==> src/verilog/mirl_regs.vh <==
`ifndef MIRL_REGS_VH
`define MIRL_REGS_VH
// source indices in fixed polling order, 0 wins among equals
`define MIRL_NSRC        10
`define MIRL_SRC_EXT0    4'h0
`define MIRL_SRC_UART2   4'h1
`define MIRL_SRC_TMR0    4'h2
`define MIRL_SRC_TWB     4'h3
`define MIRL_SRC_EXT1    4'h4
`define MIRL_SRC_DDC     4'h5
`define MIRL_SRC_TMR1    4'h6
`define MIRL_SRC_USB     4'h7
`define MIRL_SRC_UART1   4'h8
`define MIRL_SRC_TMR2    4'h9
// synchronised pins are asserted high, so idle after reset is all low
`define MIRL_PIN_IDLE    3'h0
// timer 0 mode in which its overflow requests nothing
`define MIRL_T0_MODE3    2'h3
`endif

==> src/verilog/mirl_sync.v <==
`timescale 1ns/1ps
// ==========================================
// two flip-flop synchroniser, one per bit
module mirl_sync #(
   parameter WIDTH = 3
) (
   // clock and reset
   input  wire             clk_sys,
   input  wire             nrst,
   // data
   input  wire [WIDTH-1:0] din,
   output reg  [WIDTH-1:0] dout
);
   reg [WIDTH-1:0] stage1;  // first stage, read only by dout

   // two stages per bit
   genvar i;
   generate
      for (i = 0; i < WIDTH; i = i + 1)
      begin : g_bit
         always @(posedge clk_sys or negedge nrst)
         begin
            if (!nrst)
            begin
               stage1[i] <= 1'b0;
               dout[i]   <= 1'b0;
            end
            else
            begin
               stage1[i] <= din[i];
               dout[i]   <= stage1[i];
            end
         end
      end
   endgenerate
endmodule // mirl_sync

==> src/verilog/mirl_irq_logic.v <==
// What this block does
// - ten request sources feed the controller
// - converter-done shares external request one input
// - ext zero sensed by level or falling edge
// - vector clears ext flag only in edge mode or converter mode
// - level mode flag follows pin, no ack clear
// - timer overflows request, not timer0 mode three
// - timer zero/one flags cleared on vector
// - timer two overflow cleared by software only
// - timer two trigger gated, latched in flag
// - two levels; high preempts low, not reverse
// - equal level: fixed polling order, zero first
// - individual enables plus global enable gate
`timescale 1ns/1ps
`include "mirl_regs.vh"
module mirl_irq_logic #(
   parameter NSRC = `MIRL_NSRC
) (
   // clock and reset
   input  wire            clk_sys,
   input  wire            nrst,
   // external pins, active low, asynchronous
   input  wire            ext_request_zero_n,
   input  wire            ext_request_one_n,
   input  wire            timer_two_ext_trigger_n,
   // trigger configuration
   input  wire            ext0_trigger_type,
   input  wire            ext1_trigger_type,
   input  wire            adc_takes_ext1,
   input  wire            adc_done,
   // timer events from same clock domain
   input  wire            timer_zero_overflow,
   input  wire [1:0]      timer_zero_mode,
   input  wire            timer_one_overflow,
   input  wire            timer_two_overflow,
   input  wire            timer_two_ext_trigger_enable,
   // software clears of the timer two flags
   input  wire            timer_two_overflow_clr,
   input  wire            timer_two_ext_trigger_clr,
   // peripheral request levels, cleared at their sources
   input  wire            uart2_req,
   input  wire            twb_req,
   input  wire            ddc_req,
   input  wire            usb_req,
   input  wire            uart1_req,
   // enables and priorities, bit per source index
   input  wire [NSRC-1:0] irq_enable_bits,
   input  wire            global_irq_enable,
   input  wire [NSRC-1:0] irq_priority_bits,
   // core handshake
   input  wire            core_vector_ack,
   input  wire            core_return,
   // flags and request to the core
   output reg             ext0_pending_flag,
   output reg             ext1_pending_flag,
   output reg             timer_zero_overflow_flag,
   output reg             timer_one_overflow_flag,
   output reg             timer_two_overflow_flag,
   output reg             timer_two_ext_trigger_flag,
   output wire            irq_request,
   output wire [3:0]      irq_source,
   output wire            irq_high_level,
   output reg             in_service_low,
   output reg             in_service_high
);
   // ==========================================
   // pin synchronisation
   wire [2:0] pin_sync;     // synchronised pins, inverted so asserted is high
   reg  [2:0] pin_prev;     // previous synchronised values

   mirl_sync #(
      .WIDTH (3)
   ) u_sync (
      .clk_sys (clk_sys),
      .nrst    (nrst),
      // inverted ahead of the stages so the reset value matches an idle pin
      .din     ({~timer_two_ext_trigger_n, ~ext_request_one_n, ~ext_request_zero_n}),
      .dout    (pin_sync)
   );

   // edge history of synchronised pins
   always @(posedge clk_sys or negedge nrst)
   begin
      if (!nrst)
         pin_prev <= `MIRL_PIN_IDLE;
      else
         pin_prev <= pin_sync;
   end

   wire ext0_fall = ~pin_prev[0] & pin_sync[0];   // pin fall on ext zero
   wire ext1_fall = ~pin_prev[1] & pin_sync[1];   // pin fall on ext one
   wire timer_two_ext_trigger_fall = ~pin_prev[2] & pin_sync[2];   // pin fall on timer two trigger

   // ==========================================
   // arbitration
   wire [NSRC-1:0] pend;       // raw pending per source
   wire [NSRC-1:0] en_pend;    // enabled and pending
   reg  [3:0]      win_idx;    // winning source
   reg             win_hi;     // winner is high level
   reg             win_ok;     // a winner is allowed
   reg             found_hi;   // high level request seen
   reg             found_lo;   // low level request seen
   reg  [3:0]      lo_idx;     // best low request
   reg  [3:0]      hi_idx;     // best high request
   integer         k;

   assign pend[`MIRL_SRC_EXT0]  = ext0_pending_flag;
   assign pend[`MIRL_SRC_UART2] = uart2_req;
   assign pend[`MIRL_SRC_TMR0]  = timer_zero_overflow_flag;
   assign pend[`MIRL_SRC_TWB]   = twb_req;
   assign pend[`MIRL_SRC_EXT1]  = ext1_pending_flag;
   assign pend[`MIRL_SRC_DDC]   = ddc_req;
   assign pend[`MIRL_SRC_TMR1]  = timer_one_overflow_flag;
   assign pend[`MIRL_SRC_USB]   = usb_req;
   assign pend[`MIRL_SRC_UART1] = uart1_req;
   assign pend[`MIRL_SRC_TMR2]  = timer_two_overflow_flag | timer_two_ext_trigger_flag;

   assign en_pend = pend & irq_enable_bits & {NSRC{global_irq_enable}};

   // lowest index wins within each level, high level wins overall
   always @*
   begin
      found_hi = 1'b0;
      found_lo = 1'b0;
      hi_idx   = 4'h0;
      lo_idx   = 4'h0;
      for (k = NSRC - 1; k >= 0; k = k - 1)
      begin
         if (en_pend[k] && irq_priority_bits[k])
         begin
            found_hi = 1'b1;
            hi_idx   = k[3:0];
         end
         else if (en_pend[k])
         begin
            found_lo = 1'b1;
            lo_idx   = k[3:0];
         end
      end
      win_hi  = found_hi;
      win_idx = found_hi ? hi_idx : lo_idx;
      // nothing preempts high; high preempts low only
      if (in_service_high)
         win_ok = 1'b0;
      else if (in_service_low)
         win_ok = found_hi;
      else
         win_ok = found_hi | found_lo;
   end

   assign irq_request    = win_ok;
   assign irq_source     = win_idx;
   assign irq_high_level = win_hi;

   wire take = core_vector_ack & win_ok;   // vector taken this cycle
   wire ack0 = take && (win_idx == `MIRL_SRC_EXT0);
   wire ack1 = take && (win_idx == `MIRL_SRC_EXT1);
   wire ackt0 = take && (win_idx == `MIRL_SRC_TMR0);
   wire ackt1 = take && (win_idx == `MIRL_SRC_TMR1);

   // ==========================================
   // flag registers, a set always beats a clear
   always @(posedge clk_sys or negedge nrst)
   begin
      if (!nrst)
      begin
         ext0_pending_flag          <= 1'b0;
         ext1_pending_flag          <= 1'b0;
         timer_zero_overflow_flag   <= 1'b0;
         timer_one_overflow_flag    <= 1'b0;
         timer_two_overflow_flag    <= 1'b0;
         timer_two_ext_trigger_flag <= 1'b0;
      end
      else
      begin
         // ext zero: level follows pin, edge latched until vector
         if (!ext0_trigger_type)
            ext0_pending_flag <= pin_sync[0];
         else if (ext0_fall)
            ext0_pending_flag <= 1'b1;
         else if (ack0)
            ext0_pending_flag <= 1'b0;
         // ext one: adc completion may stand in for the pin
         if (adc_takes_ext1)
         begin
            if (adc_done)
               ext1_pending_flag <= 1'b1;
            else if (ack1)
               ext1_pending_flag <= 1'b0;
         end
         else if (!ext1_trigger_type)
            ext1_pending_flag <= pin_sync[1];
         else if (ext1_fall)
            ext1_pending_flag <= 1'b1;
         else if (ack1)
            ext1_pending_flag <= 1'b0;
         // timer zero overflow, silent in mode three
         if (timer_zero_overflow && (timer_zero_mode != `MIRL_T0_MODE3))
            timer_zero_overflow_flag <= 1'b1;
         else if (ackt0)
            timer_zero_overflow_flag <= 1'b0;
         // timer one overflow
         if (timer_one_overflow)
            timer_one_overflow_flag <= 1'b1;
         else if (ackt1)
            timer_one_overflow_flag <= 1'b0;
         // timer two overflow, software clear only
         if (timer_two_overflow)
            timer_two_overflow_flag <= 1'b1;
         else if (timer_two_overflow_clr)
            timer_two_overflow_flag <= 1'b0;
         // timer two external trigger
         if (timer_two_ext_trigger_fall && timer_two_ext_trigger_enable)
            timer_two_ext_trigger_flag <= 1'b1;
         else if (timer_two_ext_trigger_clr)
            timer_two_ext_trigger_flag <= 1'b0;
      end
   end

   // ==========================================
   // in-service levels, set on vector, cleared on return
   always @(posedge clk_sys or negedge nrst)
   begin
      if (!nrst)
      begin
         in_service_low  <= 1'b0;
         in_service_high <= 1'b0;
      end
      else if (take)
      begin
         if (win_hi)
            in_service_high <= 1'b1;
         else
            in_service_low <= 1'b1;
      end
      else if (core_return)
      begin
         // return ends the innermost routine first
         if (in_service_high)
            in_service_high <= 1'b0;
         else
            in_service_low <= 1'b0;
      end
   end
endmodule // mirl_irq_logic

==> config.mk <==
export PLATFORM = sky130hd
export DESIGN_NAME = mirl_irq_logic
export DESIGN_NICKNAME = d
export VERILOG_FILES = /design/src/verilog/mirl_sync.v /design/src/verilog/mirl_irq_logic.v
export VERILOG_INCLUDE_DIRS = /design/src /design/src/verilog
export SDC_FILE = /design/constraint.sdc
export NUM_CORES = 1
export LEC_CHECK = 0
export ABC_AREA = 1
export BUFFER_PORTS_ARGS = -buffer_cell sky130_fd_sc_hd__buf_4
export CAP_MARGIN = 5
export CORE_ASPECT_RATIO = 1.25
export CORE_UTILIZATION = 41
export DETAILED_ROUTE_END_ITERATION = 7
export GPL_TIMING_DRIVEN = 0
export PLACE_DENSITY = 0.75
export SYNTH_ARGS = -nofsm -noshare
export SYNTH_HDL_FRONTEND = slang
export SYNTH_HIERARCHICAL = 1
export SYNTH_SLANG_ARGS = --single-unit
==> constraint.sdc <==
create_clock -name clk_sys -period 1.4 [get_ports clk_sys]
set_input_delay 0.07 -clock clk_sys [delete_from_list [all_inputs] [get_ports clk_sys]]
set_output_delay 0.07 -clock clk_sys [all_outputs]
set_load 0.1 [all_outputs]
==> metrics, run 1 <==
row count 21; post-layout minimum cycle time just over 2000 ps; top cells by count, synth nand2_1, inv_1, dfrtp_1; final instance area 2230 um^2; DR WL/cell 13.3 um; ranking of synthesized cells by area dfrtp_1, nand2_1, inv_1; final hold vios 0; clk slew on worst S/H paths 100 ps; final setup violation count 12; register area share after synthesis 35.1%; fin crit share 146%; Max Slew Vio Count 0; Clock Sinks 17; pin count of the biggest net entering global routing 18; global-route wire length before repair roughly 5900 um; nets@finish 304; cell-by-cell trace of the critical path nand3_4 -> nor2_1 -> nor2_1 -> o21ai_0 -> a21oi_1 -> nand2_4 -> nand2_8 -> buf_12; RSZ-0062 raised after global routing yes; Syn Nets 216; static leakage 0.00111 uW; die area 3180 um^2; Synth Flop Type dfrtp_1; PwrDens 953 nW/um^2; Worst-Skew Late Latency about 290 ps; CTS tree built; max_cap viols 0; CTS buffer count 3; post-synth top area share 35.1%; core area 2730 um^2; Slew HR 79.5%; Netlist Area Pre-Place 1210 um^2; failing checks negative setup slack; crit-path max cell delay 500 ps; Avg Cell Area, Syn 7.10 um^2; H-tree level count 1; Critical Path AT around 2000 ps; die height 62.8 um; layout cells sized above 1 around 52%; worst min-delay path category in2reg; final setup margin -648 ps; CP startpoint kind flip-flop; DP Area approximately 1800 um^2; DRT Pass-1 Iters 6; accumulated negative setup slack -5990 ps; drt initial violations 24; placer congestion estimate 0.788; CP most frequent cell nor2_1; top-count cell post-synth nand2_1; Vias between 1000 and 1500; FMAX 488 MHz; status complete, but fails checks; asr flop ratio synth 100%; Synth cell types 25; final std cells w/o fill just under 300; Remaining DRCs 0; VDD IR max 0.00112 V; register bit total from synthesis 17; clock tree buffer depth 2; critical path's slowest cell dfrtp_4; Starting Density 44.4%; Cells after DPL about 260; Port Buffers 58; Via density 4.85; HPWL Detailed 2560 um; kind of critical path reg2out; total congestion overflow 0; actual slew at the worst max-slew pin ~300 ps; largest area contributor in the netlist dfrtp_1; CP Capture Type primary output; clock skew 7.88 ps; Die W 50.7 um; vias in the first global route 1478; # diodes 0; total global-route track usage 24.2%; Crit path required time 1330 ps; initial antenna violation count 0; EDFF count, synth 0; yosys warns 6; area added between synthesis and finish 83.6%; crit path max fanout 2; DRT Wirelength ~3900 um; Routed Antenna Nets 0; root buf cell clkbuf_4; I/O pins just under 60; Post-Syn Instances roughly 170
-- timing repair --
item | in CTS | in global routing
endpoints found under the setup margin | 12 | 12
hold buffers | 10 | 0
resized for setup | 25 | 21
hold endpoints to repair | 25 | 0
pin swaps | 13 | 21
buffers inserted | 8 | 7
-- area by class of cell --
cell class              count  area, um^2
plain buffers               1        11.3
clock buffers               3        22.5
clock inverters             1        5.00
fillers                   173         504
inverters                  38         149
multi-input cells         115         821
flip-flops and latches     17         448
well taps                  34        42.5
repair buffers             83         729
-- cells by family (layout without fill, tap and decap cells) --
group / Yosys count / count (layout) / synth area share, %
simple gates: 96 / 96 / 41.8
buf+inv: 39 / 126 / 12.7
compound gates: 19 / 19 / 10.5
flops: 17 / 17 / 35.1
-- metrics by stage --
step	power (uW)	util, %	setup WS (ps)	hold WS, ps
final	2120	81.5	-648	20.5
after global routing	2220	81.5	-652	33.6
after CTS	2030	76.2	-525	8.49
after detailed placement	1610	65.6	-474	-59.6
after global placement	1580	65.6	-477	-64.1
after floorplan	1340	-	-1030	-226
-- registers in the layout (all words and copies together), names as in the netlist --
name / flops
ext0_pending_flag: 1
ext1_pending_flag: 1
in_service_high: 1
in_service_low: 1
pin_prev: 3
timer_one_overflow_flag: 1
timer_two_ext_trigger_flag: 1
timer_two_overflow_flag: 1
timer_zero_overflow_flag: 1
u_sync/dout: 3
u_sync/stage1: 3
-- path summary, 6_finish.rpt --
| check | endpoint | cells past startpoint | start | slack (ps) |
|---|---|---|---|---|
| min in group asynchronous | u_sync/stage1[1] | 2 | nrst | 160 |
| setup reg to reg | timer_zero_overflow_flag | 11 | ext1_pending_flag | -600 |
| setup / recovery | irq_source[1] | 8 | ext1_pending_flag | -650 |
| hold reg to reg | u_sync/dout[2] | 0 | u_sync/stage1[2] | 360 |
| hold / removal | timer_two_ext_trigger_flag | 3 | timer_two_ext_trigger_enable | 20 |
| max in group asynchronous | timer_zero_overflow_flag | 2 | nrst | 1030 |
-- power by group --
group | switching [uW] | internal (uW) | total, uW | leakage, uW
clock network | 147 | 106 | 254 | 0.0000177
registers | 40.7 | 544 | 584 | 0.000190
logic | 819 | 468 | 1290 | 0.000900
-- layout by cell type (no fill, tap or decap), drive strengths merged, types with 5 or more instances in the layout --
| cell type | netlist | routed |
|---|---|---|
| nor2 | 28 | 28 |
| buf | 1 | 74 |
| o21bai | 6 | 6 |
| dfrtp | 17 | 17 |
| nand2 | 46 | 46 |
| dlygate4sd3 | 0 | 10 |
| a21oi | 5 | 5 |
| nand3 | 13 | 13 |
| inv | 38 | 37 |
| o21ai | 7 | 7 |
| nand4 | 6 | 6 |
-- per-layer routing --
layer	global-route usage [%]	wire length, um	up-vias
li1	-	-	700
met1	24.5	1460	669
met2	47.0	2210	41
met3	1.70	148	6
met4	12.5	75	0
met5	0	0	-
-- worst max-delay path, delay by kind of cell, from the launching register on --
| family | cells | cell delay (ps) |
|---|---|---|
| buffers and inverters | 1 | 170 |
| AND/OR/NAND/NOR | 5 | 530 |
| AO/OA/AOI/OAI | 2 | 480 |
| flip-flops | 1 | 500 |
Power figures use the tool's default switching activity.
==> run 2: changes to the inputs <==
--- a/config.mk
+++ b/config.mk
@@ -9,11 +9,12 @@
 export ABC_AREA = 1
 export BUFFER_PORTS_ARGS = -buffer_cell sky130_fd_sc_hd__buf_4
 export CAP_MARGIN = 5
-export CORE_ASPECT_RATIO = 1.25
+export CORE_ASPECT_RATIO = 0.5
 export CORE_UTILIZATION = 41
 export DETAILED_ROUTE_END_ITERATION = 7
 export GPL_TIMING_DRIVEN = 0
 export PLACE_DENSITY = 0.75
+export SKIP_LAST_GASP = 1
 export SYNTH_ARGS = -nofsm -noshare
 export SYNTH_HDL_FRONTEND = slang
 export SYNTH_HIERARCHICAL = 1
==> run 2 against run 1 <==
  * The run still ends with negative setup slack left
  * Critical path depth up 3
  * Cell area down 0.67%
  * Clock power rose by 39%
  * Clock skew decreased by 4.8 ps
  * Register-to-register slack improved by 90 ps
  * Hold slack gained 2.8 ps
  * Routed wire length fell by 1.8%
  * Global-route usage is 1.9 points lower
  * Die area up 0.37%
  * Clock-buffer cell count stayed put
  * Combinational power is 3% lower
==> metrics, run 2 (synthesis results as in run 1) <==
status complete, but fails checks (unchanged); failing checks negative setup slack (unchanged); most frequent cells in the layout buf_4, nand2_1, inv_1 (was buf_4, inv_1, nand2_1); area added between synthesis and finish 82.4% (was 83.6%); accumulated negative setup slack -5230 ps (was -5990 ps); Slew HR 81.3% (was 79.5%); Vias 1427 (was 1416); total power 2200 uW (was 2120 uW); HPWL Detailed 2400 um (was 2560 um); core area 2700 um^2 (was 2730 um^2); P_int 1180 uW (was 1120 uW); Clock Sinks 17 (unchanged); Critical path origin timer_zero_overflow_flag (was ext1_pending_flag); most common cell after layout, fill and taps aside buf_4 (unchanged); Worst Hold Depth 2 (was 3); total congestion overflow 0 (unchanged); Flop pwr share 26.8% (was 27.5%); PwrDens 992 nW/um^2 (was 953 nW/um^2); largest registers pin_prev x3, u_sync/dout x3, u_sync/stage1 x3 (unchanged); VDD IR max 0.00108 V (was 0.00112 V); CP Capture Type flip-flop (was primary output); max_cap viols 0 (unchanged); final setup violation count 12 (unchanged); Die W 78.9 um (was 50.7 um); # diodes 0 (unchanged); vias in the first global route 1224 (was 1478); CTS tree built (unchanged); Remaining DRCs 0 (unchanged); die area 3190 um^2 (was 3180 um^2); clock power share 16.1% (was 11.9%); crit path max fanout 3 (was 2); Crit path required time 1530 ps (was 1330 ps); Critical Path AT 2040 ps (was 1980 ps); I/O pins 59 (unchanged); global-route wire length before repair 5270 um (was 5880 um); DP Area 1800 um^2 (was 1790 um^2); clock skew 3.05 ps (was 7.88 ps); row count 13 (was 21); root buf cell clkbuf_8 (was clkbuf_4); total global-route track usage 22.3% (was 24.2%); nets@finish 299 (was 304); worst r2r path cells 11 (unchanged); Worst-Skew Late Latency 250 ps (was 290 ps); DR WL/cell 13.2 um (was 13.3 um); Routed Antenna Nets 0 (unchanged); FMAX 524 MHz (was 488 MHz); DRT Pass-1 Iters 4 (was 6); final instance area 2210 um^2 (was 2230 um^2); placer congestion estimate 0.760 (was 0.788); Starting Density 44.9% (was 44.4%); Port Buffers 58 (unchanged); initial antenna violation count 0 (unchanged); DRT Wirelength 3820 um (was 3890 um); die height 40.5 um (was 62.8 um); Fin Hold WS 23.3 ps (was 20.5 ps); M1 WL 1510 um (was 1460 um); Sw Pwr 1020 uW (was 1010 uW); final setup margin -509 ps (was -648 ps); length of routed met3 wiring 178 um (was 148 um); logic gate share of total power 57.1% (was 60.6%); layout cells sized above 1 53.0% (was 51.6%); drt initial violations 39 (was 24); final hold vios 0 (unchanged); Hold Crit Start timer_two_overflow (was timer_two_ext_trigger_enable); static leakage 0.00109 uW (was 0.00111 uW); kind of critical path reg2reg (was reg2out); clk slew on worst S/H paths 60 ps (was 100 ps); CP startpoint kind flip-flop (unchanged); post-layout minimum cycle time 1910 ps (was 2050 ps); Max Slew Vio Count 0 (unchanged); clock tree buffer depth 2 (unchanged); top layer in use met4 (unchanged); Sw Ratio 46.3% (was 47.4%); H-tree level count 1 (unchanged); RSZ-0062 raised after global routing yes (unchanged); actual slew at the worst max-slew pin 282 ps (was 305 ps); worst min-delay path category in2reg (unchanged); Via density 4.92 (was 4.85); Reg2Reg Launch Point timer_zero_overflow_flag (was ext1_pending_flag); metal2 WL 2020 um (was 2210 um); pin count of the biggest net entering global routing 18 (unchanged); fin crit share 136% (was 146%); CTS buffer count 3 (unchanged)
==> run 2: changes by cell type in the layout (fill, tap and decap cells not counted), moves of 2 or more <==
cell,before,now
clkbuf_4,3,0
clkbuf_8,0,3
dlygate4sd3_1,10,7
nor2_4,8,11
nand2_1,32,34
nand3_2,3,5
nor2_1,11,9
==> run 2: layout make-up <==
class / instances / area, um^2
plain buffers: 1 / 11.3
clock buffers: 3 / 41.3
clock inverters: 1 / 5.00
fillers: 173 / 487
inverters: 38 / 149
multi-input cells: 115 / 832
flip-flops and latches: 17 / 448
well taps: 37 / 46.3
repair buffers: 78 / 681
==> run 2: metrics by stage <==
stage	cells	util (%)	setup slack, ps
global route	290	82.0	-578
floorplan	171	-	-1030
CTS	286	77.7	-471
detailed placement	266	66.5	-532
global placement	266	66.5	-522
finish	290	82.0	-509
==> run 2: worst paths after layout <==
check                                               end  slack, ps
worst max-delay path            timer_one_overflow_flag       -510
worst min-delay path            timer_two_overflow_flag         20
worst max register to register  timer_one_overflow_flag       -510
worst min register to register           u_sync/dout[0]        350
max in group asynchronous             ext0_pending_flag        970
min in group asynchronous                   pin_prev[2]        220
==> run 2: what timing repair did <==
item | 4_1_cts | 5_1_grt
gates resized for setup | 28 | 21
buffers inserted | 9 | 4
hold endpoints to repair | 23 | 0
pin swaps | 15 | 23
setup endpoints to repair | 12 | 12
hold buffers | 7 | 0
==> run 2: worst max-delay path, stage by stage (launching register included) <==
cell and delay (ps):
dfrtp_4 500, nand3_4 110, nor2_4 50, nor2_4 120, nand2_2 80, nor2_4 160, nand2_8 70, buf_6 120
o21bai_4 170, nand4_1 180, o21bai_1 170, nand2_1 70
==> run 2: per-layer routing <==
metal / global-route usage [%] / vias to the layer above
met2: 45.9 / 45
li1: - / 690
met5: 0 / -
met3: 1.82 / 14
met1: 26.0 / 678
met4: 7.27 / 0
==> run 2: power by group through the flow <==
stage / Sequential, uW / Combinational (uW) / Clock, uW
floorplan: 811 / 524 / 0
global placement: 590 / 1000 / 0
detailed placement: 591 / 1010 / 0
CTS: 583 / 1180 / 362
global route: 593 / 1310 / 387
finish: 588 / 1250 / 354
